==> src/rtl/sft_pkg.sv <==
// Constants, types and register map of the skip-on-flag test unit.
package sft_pkg;

  // Register byte offsets
  localparam logic [31:0] SFT_OFS_PIN_CTRL   = 32'h0000_0000;
  localparam logic [31:0] SFT_OFS_IRQ_EN     = 32'h0000_0004;
  localparam logic [31:0] SFT_OFS_FLAGS      = 32'h0000_0008;
  localparam logic [31:0] SFT_OFS_INT_STATUS = 32'h0000_000C;
  localparam logic [31:0] SFT_OFS_INT_MASK   = 32'h0000_0010;

  // Field positions
  localparam int SFT_PIN_POL_BIT  = 2;
  localparam int SFT_T1_EN_BIT    = 2;
  localparam int SFT_T2_EN_BIT    = 3;
  localparam int SFT_EV_SKIP      = 0;
  localparam int SFT_EV_T1_SET    = 1;
  localparam int SFT_EV_T2_SET    = 2;
  localparam int SFT_EV_PIN_EDGE  = 3;

  // Values after reset
  localparam logic [3:0] SFT_PIN_CTRL_RST = 4'h0;
  localparam logic [3:0] SFT_IRQ_EN_RST   = 4'h0;
  localparam logic [3:0] SFT_STATUS_RST   = 4'h0;
  localparam logic [3:0] SFT_MASK_RST     = 4'h0;
  localparam logic [2:0] SFT_SYNC_RST     = 3'h0;
  localparam logic       SFT_PIN_RST      = 1'h0;
  localparam logic       SFT_FLAG_RST     = 1'h0;

  // Instruction selector seen from the core
  typedef enum logic [2:0] {
    SFT_OP_OTHER                  = 3'h0,
    SFT_OP_SKIP_ON_PIN_LEVEL      = 3'h1,
    SFT_OP_SKIP_ON_STANDBY_FLAG   = 3'h2,
    SFT_OP_SKIP_ON_TIMER_ONE_FLAG = 3'h3,
    SFT_OP_SKIP_ON_TIMER_TWO_FLAG = 3'h4
  } sft_op_t;

  // Sequencer states, one-hot
  typedef enum logic [1:0] {
    SFT_ST_RUN      = 2'h1,
    SFT_ST_SUPPRESS = 2'h2
  } sft_state_t;

  typedef struct packed {
    logic    valid;
    sft_op_t op;
  } sft_instr_t;

  typedef struct packed {
    logic        psel;
    logic        penable;
    logic        pwrite;
    logic [31:0] paddr;
    logic [31:0] pwdata;
  } sft_apb_in_t;

  typedef struct packed {
    logic        pready;
    logic        pslverr;
    logic [31:0] prdata;
  } sft_apb_out_t;

endpackage

==> src/rtl/sft_pin_sync.sv <==
// Three-stage synchroniser for the external interrupt pin.
module sft_pin_sync
  import sft_pkg::*;
(
  input  wire logic mclk,
  input  wire logic reset_n,
  input  wire logic pin_async,
  output logic      level_q
);

  logic [2:0] stage_q;

  // Shift chain; stage 0 is read only by stage 1
  always_ff @(posedge mclk or negedge reset_n) begin
    if (!reset_n) begin
      stage_q <= SFT_SYNC_RST;
    end else begin
      stage_q <= {stage_q[1:0], pin_async};
    end
  end

  // Level moves only once second and third stage agree
  always_ff @(posedge mclk or negedge reset_n) begin
    if (!reset_n) begin
      level_q <= SFT_PIN_RST;
    end else if (stage_q[2] == stage_q[1]) begin
      level_q <= stage_q[2];
    end
  end

endmodule

==> src/rtl/sft_req_flag.sv <==
// Sticky request flag: hardware sets, skip logic clears, set wins.
module sft_req_flag
  import sft_pkg::*;
(
  input  wire logic mclk,
  input  wire logic reset_n,
  input  wire logic set,
  input  wire logic clear,
  output logic      flag_q
);

  // Set beats clear so a request in the clearing cycle survives
  always_ff @(posedge mclk or negedge reset_n) begin
    if (!reset_n) begin
      flag_q <= SFT_FLAG_RST;
    end else if (set) begin
      flag_q <= 1'h1;
    end else if (clear) begin
      flag_q <= 1'h0;
    end
  end

endmodule

==> src/rtl/sft_skip_unit.sv <==
// Skip-on-flag test unit with APB control registers and interrupt.
//
// The register addresses and the APB register port were left to the implementer.
module sft_skip_unit
  import sft_pkg::*;
(
  input  wire logic         mclk,
  input  wire logic         reset_n,
  input  wire sft_apb_in_t  apb_in,
  output sft_apb_out_t      apb_out_q,
  input  wire sft_instr_t   instr,
  input  wire logic         ext_int_pin,
  input  wire logic         standby_flag,
  input  wire logic         timer_one_set,
  input  wire logic         timer_two_set,
  output logic              skip_taken_q,
  output logic              suppress_q,
  output logic              done_q,
  output logic              timer_one_request_flag_q,
  output logic              timer_two_request_flag_q,
  output logic              irq_q
);

  // Control and status state
  sft_state_t  state_q;
  sft_state_t  state_d;
  logic [3:0]  pin_irq_control_reg_q;
  logic [3:0]  irq_enable_control_reg_q;
  logic [3:0]  int_status_q;
  logic [3:0]  int_status_d;
  logic [3:0]  int_mask_q;
  logic [3:0]  status_rd_q;
  logic        pin_level;
  logic        pin_level_prev_q;
  logic        pin_polarity_select_bit;
  logic        timer_one_irq_enable_bit;
  logic        timer_two_irq_enable_bit;
  logic        exec;
  logic        is_test_op;
  logic        cond;
  logic        skip_d;
  logic        t1_clear;
  logic        t2_clear;
  logic [3:0]  events;

  // APB decode
  logic        apb_setup;
  logic        apb_access;
  logic        apb_hit;
  logic        apb_wr;
  logic        apb_rd;
  logic [31:0] rd_mux;

  assign pin_polarity_select_bit  = pin_irq_control_reg_q[SFT_PIN_POL_BIT];
  assign timer_one_irq_enable_bit = irq_enable_control_reg_q[SFT_T1_EN_BIT];
  assign timer_two_irq_enable_bit = irq_enable_control_reg_q[SFT_T2_EN_BIT];

  // Pin crosses in through three stages
  sft_pin_sync u_pin_sync (
    .mclk      (mclk),
    .reset_n   (reset_n),
    .pin_async (ext_int_pin),
    .level_q   (pin_level)
  );

  // Timer request flags, set by the timer, cleared by a skip
  sft_req_flag u_timer_one_flag (
    .mclk    (mclk),
    .reset_n (reset_n),
    .set     (timer_one_set),
    .clear   (t1_clear),
    .flag_q  (timer_one_request_flag_q)
  );

  sft_req_flag u_timer_two_flag (
    .mclk    (mclk),
    .reset_n (reset_n),
    .set     (timer_two_set),
    .clear   (t2_clear),
    .flag_q  (timer_two_request_flag_q)
  );

  // A word issued while suppressed must not act, even if it is a test
  assign exec = instr.valid && (state_q == SFT_ST_RUN);

  // Skip condition of each test
  always_comb begin
    cond       = 1'h0;
    is_test_op = 1'h1;
    case (instr.op)
      SFT_OP_SKIP_ON_PIN_LEVEL: begin
        cond = (pin_level == pin_polarity_select_bit);
      end
      SFT_OP_SKIP_ON_STANDBY_FLAG: begin
        cond = standby_flag;
      end
      SFT_OP_SKIP_ON_TIMER_ONE_FLAG: begin
        cond = !timer_one_irq_enable_bit && timer_one_request_flag_q;
      end
      SFT_OP_SKIP_ON_TIMER_TWO_FLAG: begin
        cond = !timer_two_irq_enable_bit && timer_two_request_flag_q;
      end
      default: begin
        is_test_op = 1'h0;
      end
    endcase
  end

  assign skip_d = exec && is_test_op && cond;

  // Clears only on a real skip; a no-op test leaves the flag alone
  assign t1_clear = skip_d && (instr.op == SFT_OP_SKIP_ON_TIMER_ONE_FLAG);
  assign t2_clear = skip_d && (instr.op == SFT_OP_SKIP_ON_TIMER_TWO_FLAG);

  // Standby flag is an input only: nothing here can write it

  // Sequencer: after a skip, the next issued word is swallowed
  always_comb begin
    state_d = state_q;
    case (state_q)
      SFT_ST_RUN: begin
        if (skip_d) begin
          state_d = SFT_ST_SUPPRESS;
        end
      end
      SFT_ST_SUPPRESS: begin
        if (instr.valid) begin
          state_d = SFT_ST_RUN;
        end
      end
      default: begin
        state_d = SFT_ST_RUN;
      end
    endcase
  end

  always_ff @(posedge mclk or negedge reset_n) begin
    if (!reset_n) begin
      state_q <= SFT_ST_RUN;
    end else begin
      state_q <= state_d;
    end
  end

  // Suppress is the state bit itself, so it stays a flop output
  assign suppress_q = state_q[1];

  // One-cycle completion; done and skip flags are registered outputs
  always_ff @(posedge mclk or negedge reset_n) begin
    if (!reset_n) begin
      done_q       <= 1'h0;
      skip_taken_q <= 1'h0;
    end else begin
      done_q       <= exec && is_test_op;
      skip_taken_q <= skip_d;
    end
  end

  // Pin edge detect on the synchronised level
  always_ff @(posedge mclk or negedge reset_n) begin
    if (!reset_n) begin
      pin_level_prev_q <= SFT_PIN_RST;
    end else begin
      pin_level_prev_q <= pin_level;
    end
  end

  // Event vector placed by the field constants so the map has one source
  always_comb begin
    events                  = 4'h0;
    events[SFT_EV_SKIP]     = skip_d;
    events[SFT_EV_T1_SET]   = timer_one_set;
    events[SFT_EV_T2_SET]   = timer_two_set;
    events[SFT_EV_PIN_EDGE] = (pin_level != pin_level_prev_q);
  end

  // APB phases; pready answers in the first access cycle
  assign apb_setup  = apb_in.psel && !apb_in.penable;
  assign apb_access = apb_in.psel && apb_in.penable && apb_out_q.pready;
  assign apb_wr     = apb_access && apb_in.pwrite && apb_hit;
  assign apb_rd     = apb_access && !apb_in.pwrite && apb_hit;

  always_comb begin
    apb_hit = 1'h1;
    rd_mux  = 32'h0000_0000;
    case (apb_in.paddr)
      SFT_OFS_PIN_CTRL: begin
        rd_mux[3:0] = pin_irq_control_reg_q;
      end
      SFT_OFS_IRQ_EN: begin
        rd_mux[3:0] = irq_enable_control_reg_q;
      end
      SFT_OFS_FLAGS: begin
        rd_mux[4:0] = {suppress_q, pin_level, standby_flag,
                       timer_two_request_flag_q, timer_one_request_flag_q};
      end
      SFT_OFS_INT_STATUS: begin
        rd_mux[3:0] = int_status_q;
      end
      SFT_OFS_INT_MASK: begin
        rd_mux[3:0] = int_mask_q;
      end
      default: begin
        apb_hit = 1'h0;
      end
    endcase
  end

  // Read data and error are captured in setup, held through access
  always_ff @(posedge mclk or negedge reset_n) begin
    if (!reset_n) begin
      apb_out_q <= '0;
    end else begin
      apb_out_q.pready  <= apb_setup;
      apb_out_q.pslverr <= apb_setup && !apb_hit;
      if (apb_setup) begin
        apb_out_q.prdata <= apb_in.pwrite ? 32'h0000_0000 : rd_mux;
      end
    end
  end

  // Status bits actually shown to the reader; only those get cleared
  always_ff @(posedge mclk or negedge reset_n) begin
    if (!reset_n) begin
      status_rd_q <= SFT_STATUS_RST;
    end else if (apb_setup) begin
      status_rd_q <= (apb_in.paddr == SFT_OFS_INT_STATUS) ? int_status_q : 4'h0;
    end
  end

  // Control registers written at the access edge
  always_ff @(posedge mclk or negedge reset_n) begin
    if (!reset_n) begin
      pin_irq_control_reg_q    <= SFT_PIN_CTRL_RST;
      irq_enable_control_reg_q <= SFT_IRQ_EN_RST;
      int_mask_q               <= SFT_MASK_RST;
    end else if (apb_wr) begin
      case (apb_in.paddr)
        SFT_OFS_PIN_CTRL: begin
          pin_irq_control_reg_q <= apb_in.pwdata[3:0];
        end
        SFT_OFS_IRQ_EN: begin
          irq_enable_control_reg_q <= apb_in.pwdata[3:0];
        end
        SFT_OFS_INT_MASK: begin
          int_mask_q <= apb_in.pwdata[3:0];
        end
        default: begin
        end
      endcase
    end
  end

  // Sticky status; a new event wins over the read clear
  always_comb begin
    int_status_d = int_status_q;
    if (apb_rd && (apb_in.paddr == SFT_OFS_INT_STATUS)) begin
      int_status_d = int_status_d & ~status_rd_q;
    end
    int_status_d = int_status_d | events;
  end

  always_ff @(posedge mclk or negedge reset_n) begin
    if (!reset_n) begin
      int_status_q <= SFT_STATUS_RST;
    end else begin
      int_status_q <= int_status_d;
    end
  end

  // Level interrupt, one cycle behind status so it stays a flop
  always_ff @(posedge mclk or negedge reset_n) begin
    if (!reset_n) begin
      irq_q <= 1'h0;
    end else begin
      irq_q <= |(int_status_q & int_mask_q);
    end
  end
endmodule

==> config.mk <==
export PLATFORM = sky130hd
export DESIGN_NAME = sft_skip_unit
export DESIGN_NICKNAME = d
export VERILOG_FILES = /design/src/rtl/sft_pkg.sv /design/src/rtl/sft_pin_sync.sv /design/src/rtl/sft_req_flag.sv /design/src/rtl/sft_skip_unit.sv
export SDC_FILE = /design/constraint.sdc
export NUM_CORES = 1
export LEC_CHECK = 0
export BUFFER_PORTS_ARGS = -buffer_cell sky130_fd_sc_hd__buf_2
export CORE_MARGIN = 3
export CORE_UTILIZATION = 40
export CTS_CLUSTER_SIZE = 12
export DETAILED_ROUTE_END_ITERATION = 10
export GPL_TIMING_DRIVEN = 0
export HOLD_SLACK_MARGIN = 0.1
export PLACE_DENSITY_LB_ADDON = 0.08
export SETUP_SLACK_MARGIN = 0.02
export SKIP_LAST_GASP = 1
export SYNTH_ARGS = -nofsm -noshare
export SYNTH_HDL_FRONTEND = slang
export SYNTH_HIERARCHICAL = 1
export SYNTH_SLANG_ARGS = --single-unit
==> constraint.sdc <==
create_clock -name mclk -period 1.4 [get_ports mclk]
set_input_delay 0.28 -clock mclk [delete_from_list [all_inputs] [get_ports mclk]]
set_output_delay 0.28 -clock mclk [all_outputs]
set_load 0.02 [all_outputs]
==> impl_results.md <==
- Unrepaired setup endpoints after global routing: true
- Post-place setup slack: -0.856 ns
- CTS tree: built
- Clk_lat worst skew: 0.29 ns
- # port buffers: 59
- GRT overflow: 0
- Antenna Nets Post-Route: 0
- CP Max Fanout: 10
- P per Cell Area: 736 nW/um^2
- Top cells by area in the synthesized netlist: dfrtp_1 (44%), buf_4 (9.5%), mux2_2 (6.3%)
- Final Hold Fails: 0
- Worst min path class: primary input to asynchronous set/reset pin
- Total die area: 6270 um^2
- VDD IR max: 0.507 mV
- Met1 Wirelength: 2220 um
- Slew Limit Fails: 0
- Htree depth: 2
- Starting DRC count in detailed routing: 101
- # DRC: 0
- Number of synthesis warnings: 6
- Io pins: 117
- Critical-path top delay cell: or4b_4
- Setup ws final: -0.355 ns
- GR Util All Layers: 17.3%
- Unique masters post-synth: 46
- Num CTS Buffers: 5
- Min Tclk post-route: 1.75 ns
- Main combinational cell family by area after synthesis: simple AND/OR/NAND/NOR gates
- Routed wl met3: 258 um
- Fraction of layout instances using a drive strength above 1: 52.5%
- Delay-heaviest family, CP: simple AND/OR/NAND/NOR gates
- Complex-gate fraction of the synthesized area: 10.7%
- Largest net degree at the start of global routing: 40
- Mapped Area: 2140 um^2
- Initial antenna violation count: 0
- Met2 WL: 2700 um
- Synthesis-to-finish area growth: 46.0%
- Seq/Total Area, Yosys: 45.6%
- Chip Width: 79.2 um
- Reg2reg start: apb_out_q[33]
- Leakage: 1.65 nW
- Multiplexer share of the synthesized area: 10.0%
- Setup Crit Path Kind: primary input to register
- Critical path buffer and inverter count: 2
- Inserted Diodes: 0
- R2r endpoint: pin_irq_control_reg_q[1]
- Root buffer cell: clkbuf_8
- WP data arrival: 1.93 ns
- Dpl hpwl: 3800 um
- Setup TNS: -5.37 ns
- Die span in y: 79.2 um
- CTS clock-pin slew for the worst setup and hold paths: 0.07 ns
- Crit path top cell by count: buf_6
- Xor and xnor area share after synthesis: 1.23%
- Synth top area share: 44.4%
- Core area: 5140 um^2
- Startpoint types: primary input
- Failing checks: negative setup slack
- # rows: 26
- Top sig layer: met4
- Status: complete, but fails checks
- Final Core Density: 60.9%
- Yosys reg bits: 39
- Gpl congestion: 0.751
- First-pass iteration count of the detailed router: 4
- Post-synth top area cell: dfrtp_1
- DRT Wirelength: 5230 um
- Final #Nets: 377
- DR WL/cell: 14.1 um
- Vias in the first global route: 1678
- Max-Cap Viols: 0
- Final period utilization: 125%
- Avg Cell Area, Syn: 11.3 um^2
- Commonest non-fill, non-tap cell in the layout: buf_2
- Number of vias per cell: 4.73
- FMAX: 570 MHz
- First-pass GRT wire length: 8340 um
- Crit-path cells: buf_6 > or2b_1 > or4b_4 > nor4_4 > buf_6 > mux2_4
- Starting Density: 41.7%
- Vias post-DR: 1754
- Worst Path Required: 1.57 ns
- Slowest stage delay, CP: 0.55 ns
- Synthesized instance count: 190
- Most frequent cells in the layout: buf_2 (56), buf_4 (39), dfrtp_1 (37)
- Slew margin rel.: 41.9%
- Post-synthesis adder-cell area fraction: 0.526%
- Least-Margin Pin Slew: 0.871 ns
- Simple-gate share of the synthesized area: 20.1%
- Nature of the critical path endpoint: register
- Reg2Reg Depth: 5
- R2R setup slack: -0.15 ns
- Worst Clk Skew: 0.00490 ns
- CTS Sinks: 39
- CTS Buffer Depth: 2
- # setup viols final: 23
## worst max path at each step
stage	startpoint	end	slack (ns)	depth (start not counted)
global placement	apb_in[54]	int_mask_q[1]	-0.85	5
floorplan	apb_in[35]	pin_irq_control_reg_q[0]	-0.48	5
finish	apb_in[34]	irq_enable_control_reg_q[2]	-0.35	6
CTS	apb_in[32]	pin_irq_control_reg_q[1]	-0.37	6
global route	apb_in[38]	irq_enable_control_reg_q[2]	-0.39	6
detailed placement	apb_in[54]	int_mask_q[2]	-0.86	5
## metal layers
metal	global-route usage, %	up-vias
li1	-	865
met1	21.7	836
met2	29.7	48
met3	3.74	5
met4	5.15	0
met5	0	-
## cells by family after synthesis
kind of cell / count (synthesis)
flip-flops: 39
multiplexers: 20
buffers and inverters: 37
AND/OR/NAND/NOR: 58
adder cells (fa/ha/maj): 1
XOR/XNOR: 3
AO/OA/AOI/OAI: 31
other: 1
## per-stage QoR
| stage | area (um^2) | hold slack [ns] | power (W) | std cells |
|---|---|---|---|---|
| after CTS | 2970 | 0.130 | 0.00230 | 365 |
| after detailed placement | 2660 | 0.337 | 0.00154 | 345 |
| after global routing | 3130 | 0.148 | 0.00242 | 371 |
| final | 3130 | 0.108 | 0.00230 | 371 |
| after global placement | 2660 | 0.334 | 0.00154 | 345 |
| after floorplan | 2280 | -0.0156 | 0.00141 | 216 |
## synthesized netlist by cell type, drive strengths merged
library cell and n:
nand4b 2, nor4 13, buf 30, and2 5, nor2 5, and4b 1
or2 1, mux2i 8, nor2b 1, o21a 2, or4b 3, a41o 1
dfstp 1, nand4bb 1, nand2b 3, a21oi 4, or2b 3, clkbuf 2
inv 5, xor2 1, a31o 1, a22o 4, o22ai 4, o41ai 4
nor3 2, and3 1, maj3 1, nand3b 4, dfrtp 38, conb 1
a22oi 2, nand4 2, mux2 12, o21ai 4, a21o 2, nand2 10
or3 1, a221o 3, xnor2 2
## where the power goes
part | total, W | switching (W) | internal, W | leakage (nW)
clock | 0.000721 | 0.000372 | 0.000350 | 0.0422
sequential | 0.00116 | 0.0000140 | 0.00115 | 0.494
combinational | 0.000416 | 0.000228 | 0.000189 | 1.11
total | 0.00230 | 0.000613 | 0.00169 | 1.65
## flip-flops by register name (all words and copies together) (netlist names)
register,count
u_timer_two_flag/flag_q,1
int_mask_q,4
u_pin_sync/stage_q,3
apb_out_q,7
pin_level_prev_q,1
int_status_q,4
irq_q,1
done_q,1
skip_taken_q,1
status_rd_q,4
pin_irq_control_reg_q,4
u_pin_sync/level_q,1
irq_enable_control_reg_q,4
state_q,2
u_timer_one_flag/flag_q,1
## layout make-up
| class | count | area [um^2] |
|---|---|---|
| fill | 436 | 2010 |
| multi-input combinational | 140 | 1230 |
| sequential | 39 | 978 |
| timing repair buffer | 77 | 470 |
| buffer | 32 | 258 |
| tap | 70 | 87.6 |
| clock buffer | 7 | 76.3 |
| inverter | 5 | 18.8 |
| clock inverter | 1 | 5.00 |
## what timing repair did
| item | 4_1_cts | 5_1_grt |
|---|---|---|
| endpoints found under the setup margin | 25 | 30 |
| resized for setup | 28 | 23 |
| endpoints found under the hold margin | 1 | 0 |
| buffers inserted | 11 | 7 |
| hold buffers | 1 | 0 |
| pin swaps | 13 | 9 |
No activity file was read; power rests on OpenSTA's default activity.
